<file path="config.mk">
export PLATFORM = sky130hd
export DESIGN_NAME = bba_unit
export DESIGN_NICKNAME = d
export VERILOG_FILES = /design/src/rtl/bba_pkg.sv /design/src/rtl/bba_unit.sv
export SDC_FILE = /design/constraint.sdc
export NUM_CORES = 1
export LEC_CHECK = 0
export BUFFER_PORTS_ARGS = -buffer_cell sky130_fd_sc_hd__buf_2
export CAP_MARGIN = 25
export CORE_MARGIN = 8
export CORE_UTILIZATION = 60
export DETAILED_ROUTE_END_ITERATION = 12
export PLACE_DENSITY_LB_ADDON = 0.05
export SYNTH_ARGS = -nofsm -noshare
export SYNTH_HDL_FRONTEND = slang
export SYNTH_SLANG_ARGS = --single-unit
</file>
<file path="constraint.sdc">
create_clock -name core_clk_i -period 6.35 [get_ports core_clk_i]
set_input_delay 0 -clock core_clk_i [delete_from_list [all_inputs] [get_ports core_clk_i]]
set_output_delay 0 -clock core_clk_i [all_outputs]
set_load 0.005 [all_outputs]
</file>
<file path="src/rtl/bba_pkg.sv">
package bba_pkg;

   localparam int          PC_W        = 13;
   localparam logic [12:0] PC_RESET    = 13'h0000;
   localparam logic [12:0] PC_STEP     = 13'h0001;
   localparam logic [6:0]  STACK_PAGE  = 7'h03;
   localparam logic [5:0]  SP_RESET    = 6'h3F;
   localparam logic [5:0]  SP_STEP     = 6'h01;
   localparam logic [4:0]  ZERO_PAGE   = 5'h00;

   // Opcode encodings of the instructions that this unit finishes itself or passes on as control codes
   localparam logic [7:0]  OP_TRAP_RET = 8'h80;
   localparam logic [7:0]  OP_RTS      = 8'h81;
   localparam logic [7:0]  OP_SOFT_TRAP = 8'h83;
   localparam logic [7:0]  OP_STOP     = 8'h8E;
   localparam logic [7:0]  OP_WAIT     = 8'h8F;
   localparam logic [7:0]  OP_ACC_TO_INDEX = 8'h97;
   localparam logic [7:0]  OP_CARRY_CLEAR  = 8'h98;
   localparam logic [7:0]  OP_CARRY_SET    = 8'h99;
   localparam logic [7:0]  OP_MASK_CLEAR   = 8'h9A;
   localparam logic [7:0]  OP_MASK_SET     = 8'h9B;
   localparam logic [7:0]  OP_STACK_REINIT = 8'h9C;
   localparam logic [7:0]  OP_IDLE         = 8'h9D;
   localparam logic [7:0]  OP_INDEX_TO_ACC = 8'h9F;
   localparam logic [7:0]  OP_REL_CALL     = 8'hAD;

   typedef enum logic [3:0] {
      MD_INH = 4'h0,
      MD_IMM = 4'h1,
      MD_DIR = 4'h2,
      MD_EXT = 4'h3,
      MD_REL = 4'h4,
      MD_IX  = 4'h5,
      MD_IX1 = 4'h6,
      MD_IX2 = 4'h7,
      MD_BSC = 4'h8,
      MD_BTB = 4'h9
   } bba_mode_t;

   typedef enum logic [1:0] {
      CT_SOFT_TRAP = 2'h0,
      CT_TRAP_RET  = 2'h1,
      CT_STOP = 2'h2,
      CT_WAIT = 2'h3
   } bba_ctrl_t;

   typedef enum logic [3:0] {
      S_FETCH  = 4'h0,
      S_DECODE = 4'h1,
      S_OPER1  = 4'h3,
      S_OPER2  = 4'h2,
      S_DATA   = 4'h6,
      S_PUSH1  = 4'h7,
      S_PUSH2  = 4'h5,
      S_POP1   = 4'h4,
      S_POP2   = 4'hC
   } bba_state_t;

   typedef struct packed {
      logic h;
      logic i;
      logic n;
      logic z;
      logic c;
   } bba_flags_t;

   localparam bba_flags_t FLAGS_RESET = 5'h08;

   typedef struct packed {
      logic        acc_we;
      logic [7:0]  acc;
      logic        idx_we;
      logic [7:0]  idx;
      logic        flg_we;
      bba_flags_t  flg;
      logic        pc_we;
      logic [12:0] pc;
   } bba_alu_wb_t;

   function automatic bba_mode_t mode_of(input logic [7:0] op);
      bba_mode_t m;
      m = MD_INH;
      case (op[7:4])
         4'h0: m = MD_BTB;
         4'h1: m = MD_BSC;
         4'h2: m = MD_REL;
         4'h3: m = MD_DIR;
         4'h6: m = MD_IX1;
         4'h7: m = MD_IX;
         4'hA: m = (op == OP_REL_CALL) ? MD_REL : MD_IMM;
         4'hB: m = MD_DIR;
         4'hC: m = MD_EXT;
         4'hD: m = MD_IX2;
         4'hE: m = MD_IX1;
         4'hF: m = MD_IX;
         default: m = MD_INH;
      endcase
      return m;
   endfunction : mode_of

   function automatic logic [1:0] instr_len(input bba_mode_t m);
      logic [1:0] n;
      case (m)
         MD_INH, MD_IX:                  n = 2'h1;
         MD_EXT, MD_IX2, MD_BTB:         n = 2'h3;
         default:                        n = 2'h2;
      endcase
      return n;
   endfunction : instr_len

   // Pairs of conditions share opcode[3:1]; opcode[0] inverts the test
   function automatic logic branch_true(input logic [7:0] op, input bba_flags_t f,
                                        input logic irq);
      logic base;
      case (op[3:1])
         3'h0: base = 1'b1;
         3'h1: base = ~f.c & ~f.z;
         3'h2: base = ~f.c;
         3'h3: base = ~f.z;
         3'h4: base = ~f.h;
         3'h5: base = ~f.n;
         3'h6: base = ~f.i;
         3'h7: base = ~irq;
         default: base = 1'b0;
      endcase
      return base ^ op[0];
   endfunction : branch_true

   function automatic logic [12:0] rel_target(input logic [12:0] pc, input logic [7:0] off);
      return pc + {{5{off[7]}}, off};
   endfunction : rel_target

   function automatic logic [12:0] stack_addr(input logic [5:0] sp);
      return {STACK_PAGE, sp};
   endfunction : stack_addr

   function automatic logic [12:0] page0_addr(input logic [7:0] a);
      return {ZERO_PAGE, a};
   endfunction : page0_addr

endpackage : bba_pkg

</file>
<file path="src/rtl/bba_unit.sv">
module bba_unit (
   input  wire logic                 core_clk_i,
   input  wire logic                 rst_i,
   input  wire logic                 core_hold_i,
   input  wire logic                 irq_pin_i,
   input  wire logic [7:0]           mem_rdata_i,
   input  wire bba_pkg::bba_alu_wb_t alu_wb_i,
   output logic      [12:0]          mem_addr_o,
   output logic                      mem_rd_o,
   output logic                      mem_wr_o,
   output logic      [7:0]           mem_wdata_o,
   output logic                      ea_valid_o,
   output bba_pkg::bba_mode_t        ea_mode_o,
   output logic      [7:0]           ea_opcode_o,
   output logic      [12:0]          operand_address_o,
   output logic      [7:0]           imm_data_o,
   output logic                      ctrl_valid_o,
   output bba_pkg::bba_ctrl_t        ctrl_code_o,
   output bba_pkg::bba_flags_t       flags_o,
   output logic      [7:0]           acc_o,
   output logic      [7:0]           index_o,
   output logic      [12:0]          pc_o,
   output logic      [5:0]           sp_o
);

   bba_pkg::bba_state_t st_q, st_d;
   bba_pkg::bba_mode_t  md_q, md_d, md_new;
   bba_pkg::bba_mode_t  eam_q, eam_d;
   bba_pkg::bba_flags_t flg_q, flg_d;
   bba_pkg::bba_ctrl_t  ctc_q, ctc_d;
   logic [12:0]         pc_q, pc_d;
   logic [12:0]         tgt_q, tgt_d;
   logic [12:0]         ea_q, ea_d;
   logic [5:0]          sp_q, sp_d;
   logic [7:0]          op_q, op_d;
   logic [7:0]          b1_q, b1_d;
   logic [7:0]          b2_q, b2_d;
   logic [7:0]          acc_q, acc_d;
   logic [7:0]          idx_q, idx_d;
   logic [7:0]          eop_q, eop_d;
   logic [7:0]          imm_q, imm_d;
   logic                eav_q, eav_d;
   logic                ctv_q, ctv_d;
   logic                irq_meta_q;
   logic                irq_sync_q;
   logic [7:0]          bit_mask;
   logic                bit_val;

   // Pin level is only ever seen through the second flop
   always_ff @(posedge core_clk_i or posedge rst_i)
   begin
      if (rst_i)
      begin
         irq_meta_q <= 1'b1;
         irq_sync_q <= 1'b1;
      end
      else
      begin
         irq_meta_q <= irq_pin_i;
         irq_sync_q <= irq_meta_q;
      end
   end

   assign md_new   = bba_pkg::mode_of(mem_rdata_i);
   assign bit_mask = 8'h01 << op_q[3:1];
   assign bit_val  = |(mem_rdata_i & bit_mask);

   always_comb
   begin
      st_d        = st_q;
      pc_d        = pc_q;
      sp_d        = sp_q;
      op_d        = op_q;
      md_d        = md_q;
      b1_d        = b1_q;
      b2_d        = b2_q;
      tgt_d       = tgt_q;
      acc_d       = alu_wb_i.acc_we ? alu_wb_i.acc : acc_q;
      idx_d       = alu_wb_i.idx_we ? alu_wb_i.idx : idx_q;
      flg_d       = alu_wb_i.flg_we ? alu_wb_i.flg : flg_q;
      ea_d        = ea_q;
      eam_d       = eam_q;
      eop_d       = eop_q;
      imm_d       = imm_q;
      eav_d       = 1'b0;
      ctv_d       = 1'b0;
      ctc_d       = ctc_q;
      mem_addr_o  = pc_q;
      mem_rd_o    = 1'b0;
      mem_wr_o    = 1'b0;
      mem_wdata_o = 8'h00;
      case (st_q)
         bba_pkg::S_FETCH:
         begin
            // Hold only bites between instructions, so no read is ever in flight
            if (alu_wb_i.pc_we)
            begin
               pc_d = alu_wb_i.pc;
            end
            else if (!core_hold_i)
            begin
               mem_rd_o = 1'b1;
               pc_d     = pc_q + bba_pkg::PC_STEP;
               st_d     = bba_pkg::S_DECODE;
            end
         end
         bba_pkg::S_DECODE:
         begin
            op_d  = mem_rdata_i;
            md_d  = md_new;
            eop_d = mem_rdata_i;
            eam_d = md_new;
            st_d  = bba_pkg::S_FETCH;
            if (mem_rdata_i == bba_pkg::OP_RTS)
            begin
               sp_d       = sp_q + bba_pkg::SP_STEP;
               mem_rd_o   = 1'b1;
               mem_addr_o = bba_pkg::stack_addr(sp_q + bba_pkg::SP_STEP);
               st_d       = bba_pkg::S_POP1;
            end
            else if (bba_pkg::instr_len(md_new) != 2'h1)
            begin
               mem_rd_o = 1'b1;
               pc_d     = pc_q + bba_pkg::PC_STEP;
               st_d     = bba_pkg::S_OPER1;
            end
            else if (md_new == bba_pkg::MD_IX)
            begin
               ea_d  = bba_pkg::page0_addr(idx_q);
               eav_d = 1'b1;
            end
            else
            begin
               case (mem_rdata_i)
                  bba_pkg::OP_ACC_TO_INDEX: idx_d = acc_q;
                  bba_pkg::OP_INDEX_TO_ACC: acc_d = idx_q;
                  bba_pkg::OP_CARRY_SET:    flg_d.c = 1'b1;
                  bba_pkg::OP_CARRY_CLEAR:  flg_d.c = 1'b0;
                  bba_pkg::OP_MASK_SET:     flg_d.i = 1'b1;
                  bba_pkg::OP_MASK_CLEAR:   flg_d.i = 1'b0;
                  bba_pkg::OP_STACK_REINIT: sp_d = bba_pkg::SP_RESET;
                  bba_pkg::OP_IDLE:         st_d = bba_pkg::S_FETCH;
                  bba_pkg::OP_SOFT_TRAP:
                  begin
                     ctv_d = 1'b1;
                     ctc_d = bba_pkg::CT_SOFT_TRAP;
                  end
                  bba_pkg::OP_TRAP_RET:
                  begin
                     ctv_d = 1'b1;
                     ctc_d = bba_pkg::CT_TRAP_RET;
                  end
                  bba_pkg::OP_STOP:
                  begin
                     ctv_d = 1'b1;
                     ctc_d = bba_pkg::CT_STOP;
                  end
                  bba_pkg::OP_WAIT:
                  begin
                     ctv_d = 1'b1;
                     ctc_d = bba_pkg::CT_WAIT;
                  end
                  default:
                  begin
                     ea_d  = pc_q;
                     eav_d = 1'b1;
                  end
               endcase
            end
         end
         bba_pkg::S_OPER1:
         begin
            b1_d = mem_rdata_i;
            st_d = bba_pkg::S_FETCH;
            case (md_q)
               bba_pkg::MD_EXT, bba_pkg::MD_IX2, bba_pkg::MD_BTB:
               begin
                  mem_rd_o = 1'b1;
                  pc_d     = pc_q + bba_pkg::PC_STEP;
                  st_d     = bba_pkg::S_OPER2;
               end
               bba_pkg::MD_REL:
               begin
                  if (op_q == bba_pkg::OP_REL_CALL)
                  begin
                     tgt_d = bba_pkg::rel_target(pc_q, mem_rdata_i);
                     st_d  = bba_pkg::S_PUSH1;
                  end
                  else if (bba_pkg::branch_true(op_q, flg_q, irq_sync_q))
                  begin
                     pc_d = bba_pkg::rel_target(pc_q, mem_rdata_i);
                  end
               end
               bba_pkg::MD_IMM:
               begin
                  ea_d  = pc_q - bba_pkg::PC_STEP;
                  imm_d = mem_rdata_i;
                  eav_d = 1'b1;
               end
               bba_pkg::MD_DIR:
               begin
                  ea_d  = bba_pkg::page0_addr(mem_rdata_i);
                  eav_d = 1'b1;
               end
               bba_pkg::MD_IX1:
               begin
                  // Unsigned sum, so the reach tops out at 510
                  ea_d  = bba_pkg::page0_addr(mem_rdata_i)
                        + bba_pkg::page0_addr(idx_q);
                  eav_d = 1'b1;
               end
               bba_pkg::MD_BSC:
               begin
                  mem_rd_o   = 1'b1;
                  mem_addr_o = bba_pkg::page0_addr(mem_rdata_i);
                  st_d       = bba_pkg::S_DATA;
               end
               default:
               begin
                  st_d = bba_pkg::S_FETCH;
               end
            endcase
         end
         bba_pkg::S_OPER2:
         begin
            b2_d = mem_rdata_i;
            st_d = bba_pkg::S_FETCH;
            case (md_q)
               bba_pkg::MD_EXT:
               begin
                  ea_d  = {b1_q[4:0], mem_rdata_i};
                  eav_d = 1'b1;
               end
               bba_pkg::MD_IX2:
               begin
                  ea_d  = {b1_q[4:0], mem_rdata_i} + bba_pkg::page0_addr(idx_q);
                  eav_d = 1'b1;
               end
               default:
               begin
                  mem_rd_o   = 1'b1;
                  mem_addr_o = bba_pkg::page0_addr(b1_q);
                  st_d       = bba_pkg::S_DATA;
               end
            endcase
         end
         bba_pkg::S_DATA:
         begin
            st_d = bba_pkg::S_FETCH;
            if (md_q == bba_pkg::MD_BSC)
            begin
               // Whole byte goes back, so write-only bits get whatever read returned
               mem_wr_o    = 1'b1;
               mem_addr_o  = bba_pkg::page0_addr(b1_q);
               mem_wdata_o = op_q[0] ? (mem_rdata_i & ~bit_mask)
                                     : (mem_rdata_i | bit_mask);
            end
            else
            begin
               flg_d.c = bit_val;
               if (bit_val ^ op_q[0])
               begin
                  pc_d = bba_pkg::rel_target(pc_q, b2_q);
               end
            end
         end
         bba_pkg::S_PUSH1:
         begin
            mem_wr_o    = 1'b1;
            mem_addr_o  = bba_pkg::stack_addr(sp_q);
            mem_wdata_o = pc_q[7:0];
            sp_d        = sp_q - bba_pkg::SP_STEP;
            st_d        = bba_pkg::S_PUSH2;
         end
         bba_pkg::S_PUSH2:
         begin
            mem_wr_o    = 1'b1;
            mem_addr_o  = bba_pkg::stack_addr(sp_q);
            mem_wdata_o = {3'h0, pc_q[12:8]};
            sp_d        = sp_q - bba_pkg::SP_STEP;
            pc_d        = tgt_q;
            st_d        = bba_pkg::S_FETCH;
         end
         bba_pkg::S_POP1:
         begin
            b1_d       = mem_rdata_i;
            sp_d       = sp_q + bba_pkg::SP_STEP;
            mem_rd_o   = 1'b1;
            mem_addr_o = bba_pkg::stack_addr(sp_q + bba_pkg::SP_STEP);
            st_d       = bba_pkg::S_POP2;
         end
         bba_pkg::S_POP2:
         begin
            pc_d = {b1_q[4:0], mem_rdata_i};
            st_d = bba_pkg::S_FETCH;
         end
         default:
         begin
            st_d = bba_pkg::S_FETCH;
         end
      endcase
   end

   always_ff @(posedge core_clk_i or posedge rst_i)
   begin
      if (rst_i)
      begin
         st_q  <= bba_pkg::S_FETCH;
         pc_q  <= bba_pkg::PC_RESET;
         sp_q  <= bba_pkg::SP_RESET;
         op_q  <= 8'h00;
         md_q  <= bba_pkg::MD_INH;
         b1_q  <= 8'h00;
         b2_q  <= 8'h00;
         tgt_q <= 13'h0000;
         acc_q <= 8'h00;
         idx_q <= 8'h00;
         flg_q <= bba_pkg::FLAGS_RESET;
         ea_q  <= 13'h0000;
         eam_q <= bba_pkg::MD_INH;
         eop_q <= 8'h00;
         imm_q <= 8'h00;
         eav_q <= 1'b0;
         ctv_q <= 1'b0;
         ctc_q <= bba_pkg::CT_SOFT_TRAP;
      end
      else
      begin
         st_q  <= st_d;
         pc_q  <= pc_d;
         sp_q  <= sp_d;
         op_q  <= op_d;
         md_q  <= md_d;
         b1_q  <= b1_d;
         b2_q  <= b2_d;
         tgt_q <= tgt_d;
         acc_q <= acc_d;
         idx_q <= idx_d;
         flg_q <= flg_d;
         ea_q  <= ea_d;
         eam_q <= eam_d;
         eop_q <= eop_d;
         imm_q <= imm_d;
         eav_q <= eav_d;
         ctv_q <= ctv_d;
         ctc_q <= ctc_d;
      end
   end

   assign ea_valid_o        = eav_q;
   assign ea_mode_o         = eam_q;
   assign ea_opcode_o       = eop_q;
   assign operand_address_o = ea_q;
   assign imm_data_o        = imm_q;
   assign ctrl_valid_o      = ctv_q;
   assign ctrl_code_o       = ctc_q;
   assign flags_o           = flg_q;
   assign acc_o             = acc_q;
   assign index_o           = idx_q;
   assign pc_o              = pc_q;
   assign sp_o              = sp_q;

endmodule : bba_unit

</file>
==> results_dict.tcl, run 1 <==
set metrics [dict create \
    grt_antenna_before_repair 1 \
    hold_path.class "primary input to flip-flop" \
    avgViaCountPerCell 6.69 \
    synth_xor_area_frac 0.0476 \
    slew_headroom 0.258 \
    yosys.area.top_type_share 0.280 \
    synth_adder_area_share 0.0555 \
    ys_seq_area_frac 0.306 \
    hold_start "alu_wb_i[2]" \
    clk_pin_slew_ps 80 \
    dpl.hpwl_um 22300 \
    grt_pass1_wl_um 51200 \
    clk_latency_ps 370 \
    core_um2 15100 \
    io_buffers 149 \
    numCtsBuffers 9 \
    wl_met1_um 13000 \
    clock-sinks 112 \
    yosysUniqueCellTypes 84 \
    cpLargestDelayFamily "simple AND/OR/NAND/NOR gates" \
    die_w_um 140 \
    yosys.area.top_type "dfrtp_1" \
    grt_max_degree 58 \
    min_period_ps 3540 \
    finalHoldViolCount 0 \
    htree_levels 3 \
    vias 9473 \
    root_buffer "clkbuf_16" \
    wl_met2_um 15000 \
    fin_skew_ps 10.1 \
    multi_input_area_um2 5850 \
    drive_gt1_frac 0.195 \
    antenna_cells 0 \
    drv_cap 0 \
    dp_slack_ps 2890 \
    yosys-mux-area-fraction 0.0829 \
    grt_pass1_vias 9076 \
    status "finished, final reports clean" \
    regArea_um2 2810 \
    start_kind "flip-flop" \
    post_drt_wl_per_cell_um 23.0 \
    gp_congestion 0.966 \
    rsz0062_at_grt "no" \
    grt_overflow 0 \
    dr.max_layer_used "met5" \
    post_cts_buffers 0 \
    ios 150 \
    grt_use_total 0.330 \
    dieArea_um2 19500 \
    crit_path_cell_trace "or4b_1 > nor4_4 > or4_1 > nor3_2 > nand2_2 > inv_1 > mux2_2" \
    crit_type "flip-flop to flip-flop" \
    syn_inst 1118 \
    max_freq_ghz 0.283 \
    ir_drop_uv 332 \
    ys_async_sr_fraction 1.00 \
    netlist_top_cells_area "dfrtp_1, nand2_1, o21ai_0, ha_1, a21oi_1" \
    r2r_start "st_q[1]" \
    synth_compound_area_frac 0.246 \
    synth_edf_count 0 \
    crit_arrival_ps 3790 \
    postRouteAntennaNets 0 \
    fin_nets 1313 \
    report.final.slew_viol_count 0 \
    syn_area_um2 9190 \
    tightest_slew_ps 1110 \
    firstDrtPassIters 6 \
    layout_setup_ws_ps 2810 \
    cp-end-kind "flip-flop" \
    power_uw 5250 \
    synth_top_family_by_area "compound AO/OA/AOI/OAI gates" \
    crit_start "st_q[1]" \
    cp_slowest_cell "dfrtp_1" \
    chipHeight_um 140 \
    initial_core_util 0.609 \
    path_buf_inv 1 \
    syn2layout_area_growth_pct 13.0 \
    syn-num-nets 1207 \
    synth_warnings 0 \
    synthSimpleGateAreaFrac 0.203 \
    totalWireLength_um 32600 \
    p_per_area_nw_per_um2 506 \
    fill_cells 1290 \
    finalSetupViolations 0 \
    drc_errors 0 \
    cts_buffer_depth 2 \
    synth-seq-cells 112 \
    setup_tns_ps 0 \
    synth_area_per_cell_um2 8.22 \
    holdWs_ps 27.0 \
    total_leakage_power_uw 0.00455 \
    cpPeakStageDelay_ps 1040 \
    synthFlopType "dfrtp_1" \
    cts_tree "done" \
    drtIter0Drc 1010 \
    worstPathMaxFanout 30 \
    fin_crit_sh 0.557 \
    routed-wl-met3_um 3180 \
    num_rows 45 \
    crit_required_ps 6600 \
]
## cell usage after synthesis (8+ instances only)
cell type	number
clkbuf_1	47
o211ai_1	14
nor3_1	17
nor3b_1	8
a21o_1	12
a31oi_1	13
mux2i_1	39
a22oi_1	16
nand3_1	31
buf_4	9
buf_2	21
dfrtp_1	103
xnor2_1	34
xor2_1	16
inv_1	31
or4_1	10
ha_1	36
o21bai_1	8
dfstp_2	9
o22ai_1	20
nand2_1	138
nor2b_1	13
a21oi_1	79
a211oi_1	15
mux2_2	33
nor2_1	80
o21ai_0	97
nor4_1	11
## state kept, by name, summed over array words and instances (netlist names)
register	count
acc_o	8
b1_q	8
b2_q	8
ctrl_code_o	2
ctrl_valid_o	1
ea_mode_o	4
ea_opcode_o	8
ea_valid_o	1
flags_o	5
imm_data_o	8
index_o	8
irq_meta_q	1
irq_sync_q	1
operand_address_o	13
pc_o	13
sp_o	6
st_q	4
tgt_q	13
## final timing paths
path / cells past startpoint / endpoint / slack (ps)
max: 7 / operand_address_o[5] / 2810
min: 4 / pc_o[2] / 30
max reg2reg: 7 / operand_address_o[5] / 2810
min reg2reg: 0 / irq_sync_q / 360
max in group asynchronous: 4 / b2_q[7] / 4820
min in group asynchronous: 3 / imm_data_o[4] / 290
## kinds of logic after synthesis
family | Yosys count
AOI/OAI and AO/OA | 354
xor gates and xnor gates | 50
adders and majority gates | 39
buffers and inverters | 119
DFF | 112
muxes | 72
and+or+nand+nor | 372
## power by group
part	leakage (uW)	total [uW]	internal [uW]	switching, uW
combinational	0.00308	3090	1290	1800
sequential	0.00132	1550	973	577
clock	0.000147	612	315	297
total	0.00455	5250	2580	2680
## metal layers
layer / vias to the layer above / GRT usage
met1: 4448 / 0.417
met2: 572 / 0.519
li1: 4328 / -
met3: 123 / 0.0725
met4: 2 / 0.178
met5: - / 0
## cell usage in the layout (no fill, tap or decap), drive strengths merged, types with 11 or more instances in the layout
master	instances
buf	158
nand2	140
dfrtp	103
o21ai	103
nor2	80
a21oi	80
mux2i	39
ha	36
xnor2	34
inv	34
mux2	33
nand3	31
dlygate4sd3	25
o22ai	20
nor3	18
xor2	16
a22oi	16
a211oi	16
o211ai	14
nor2b	14
a31oi	13
a21o	12
nor4	12
or4	11
## repair_timing
| item | in CTS | in global routing |
|---|---|---|
| hold endpoints to repair | 74 | 0 |
| hold buffers | 25 | 0 |
| gates resized for setup | 0 | 0 |
## layout make-up
cell class                      count  share of cell area
Clock buffer                       10              0.0220
Sequential cell                   112               0.271
Timing Repair Buffer              183               0.102
Clock inverter                      6             0.00747
Multi-Input combinational cell    887               0.563
Inverter                           31              0.0114
Tap cell                          188              0.0227
## worst min-delay path, delay by kind of cell
kind	cells	cell delay (ps)
AOI/OAI and AO/OA	2	220
and+or+nand+nor	1	60
buffers and inverters	1	80
## stage by stage
stage                     instances  cell area (um^2)   util
after global routing           1417             10400  0.688
after detailed placement       1376              9830  0.651
after floorplan                1118              9190      -
final                          1417             10400  0.688
after CTS                      1417             10400  0.688
after global placement         1375              9820  0.651
Power figures use the tool's default switching activity.
==> run 2, diff against run 1 <==
--- a/config.mk
+++ b/config.mk
@@ -8,7 +8,7 @@
 export BUFFER_PORTS_ARGS = -buffer_cell sky130_fd_sc_hd__buf_2
 export CAP_MARGIN = 25
 export CORE_MARGIN = 8
-export CORE_UTILIZATION = 60
+export CORE_UTILIZATION = 58
 export DETAILED_ROUTE_END_ITERATION = 12
 export PLACE_DENSITY_LB_ADDON = 0.05
 export SYNTH_ARGS = -nofsm -noshare
==> constraint.sdc (replaced) <==
create_clock -name core_clk_i -period 3.3 [get_ports core_clk_i]
set_input_delay 0 -clock core_clk_i [delete_from_list [all_inputs] [get_ports core_clk_i]]
set_output_delay 0 -clock core_clk_i [all_outputs]
set_load 0.005 [all_outputs]
==> run 2 against run 1 <==
Via count up 1.2%. Sequential cell count unchanged. First-iteration DRC count down 2.4%. Clock power up 85%. Final cell count up 4.8%. Die area up 3.0%. Design area up 3.2%. Register-to-register slack worse by 2400 ps. Power up 95%. Non-clock buffer count up 40. Core utilization down 0.64 points.
==> results_dict.tcl, run 2 (same netlist as run 1, synthesis figures left out) <==
set metrics [dict create \
    status "finished, final reports clean" \
    cts_tree "done" \
    crit_type "flip-flop to output port" \
    die_w_um 142 \
    start_kind "flip-flop" \
    gp_congestion 0.977 \
    hold_path.class "primary input to flip-flop" \
    antenna_cells 0 \
    grt_use_total 0.329 \
    power_uw 10200 \
    drive_gt1_frac 0.221 \
    internal_power_uw 5060 \
    drc_errors 0 \
    drv_cap 0 \
    fin_crit_sh 0.941 \
    max_freq_ghz 0.322 \
    dp_slack_ps 522 \
    chipHeight_um 142 \
    cts_buffer_depth 2 \
    totalWireLength_um 33100 \
    p_sw_uw 5170 \
    num_rows 46 \
    hold_depth 4 \
    ir_drop_uv 525 \
    io_buffers 149 \
    core_um2 15700 \
    grt_pass1_wl_um 51300 \
    slew_headroom 0.432 \
    final_common_cell "buf_2" \
    setup_tns_ps 0 \
    grt_overflow 0 \
    dpl.hpwl_um 23400 \
    clk_pin_slew_ps 80 \
    dpl-instance-area_um2 10200 \
    numCtsBuffers 9 \
    grt_max_degree 113 \
    ios 150 \
    dieArea_um2 20100 \
    finalHoldViolCount 0 \
    clkPwrFrac 0.110 \
    worstPathMaxFanout 12 \
    rr_worst_depth 9 \
    grt_pass1_vias 9125 \
    postRouteAntennaNets 0 \
    final_cell_mix "buf_2, nand2_1, dfrtp_1" \
    tightest_slew_ps 849 \
    firstDrtPassIters 6 \
    fin_nets 1353 \
    avgViaCountPerCell 6.46 \
    cp-end-kind "output port" \
    layout_setup_ws_ps 196 \
    grt_antenna_before_repair 0 \
    root_buffer "clkbuf_16" \
    initial_core_util 0.585 \
    crit_required_ps 3300 \
    p_per_area_nw_per_um2 955 \
    total_leakage_power_uw 0.00475 \
    holdWs_ps 12.2 \
    rsz0062_at_grt "no" \
    comb_power_share 0.619 \
    post_cts_buffers 0 \
    report.final.slew_viol_count 0 \
    vias 9588 \
    syn2layout_area_growth_pct 16.6 \
    fin_area_um2 10700 \
    post_drt_wl_per_cell_um 22.3 \
    clk_latency_ps 370 \
    sw_frac_of_total 0.505 \
    finalSetupViolations 0 \
    htree_levels 3 \
    fin_skew_ps 11.0 \
    crit_arrival_ps 3100 \
    hold_buffers 25 \
    seq_power_share 0.271 \
    drtIter0Drc 986 \
    clock-sinks 112 \
    min_period_ps 3100 \
    post_cts_resized 0 \
]
run 2: power groups by stage:
stage	Sequential (uW)	Clock, uW	Combinational, uW
final	2770	1130	6330
after global placement	2740	0	6120
after floorplan	2300	0	4470
after CTS	2720	1140	6230
after detailed placement	2750	0	6160
after global routing	2800	1180	6890
run 2: area by class of cell:
| class | instances | area, um^2 |
|---|---|---|
| sequential | 112 | 2810 |
| fill | 1368 | 5000 |
| tap | 216 | 270 |
| clock inverter | 6 | 57.6 |
| clock buffer | 10 | 229 |
| inverter | 31 | 119 |
| multi-input combinational | 887 | 5850 |
| timing repair buffer | 223 | 1380 |
run 2: path summary, 6_finish.rpt:
path | start | to | slack [ps]
max in group asynchronous | rst_i | operand_address_o[12] | 2470
setup / recovery | ea_mode_o[3] | mem_addr_o[2] | 200
hold reg to reg | irq_meta_q | irq_sync_q | 360
setup reg to reg | pc_o[0] | pc_o[8] | 450
hold / removal | alu_wb_i[14] | flags_o[0] | 10
min in group asynchronous | rst_i | flags_o[1] | 340
run 2: stage by stage:
step,utilization,std cells
detailed placement,0.648,1444
CTS,0.682,1485
global placement,0.648,1444
finish,0.682,1485
global route,0.682,1485
floorplan,-,1118
run 2: routing by layer:
metal  vias up  share of wire  GRT usage
li1       4399              -          -
met1      4486           0.40      0.425
met2       598           0.45      0.510
met3       105           0.11     0.0746
met4         0          0.047      0.159
met5         -              0          0
run 2: critical path: stages (launching register included):
cell      delay (ps)
dfrtp_1          590
or3b_1           430
nor2_1           260
nor2_1           110
nor3_1           390
nand2_1          210
a222oi_1         400
o21ai_0          170
buf_2            160
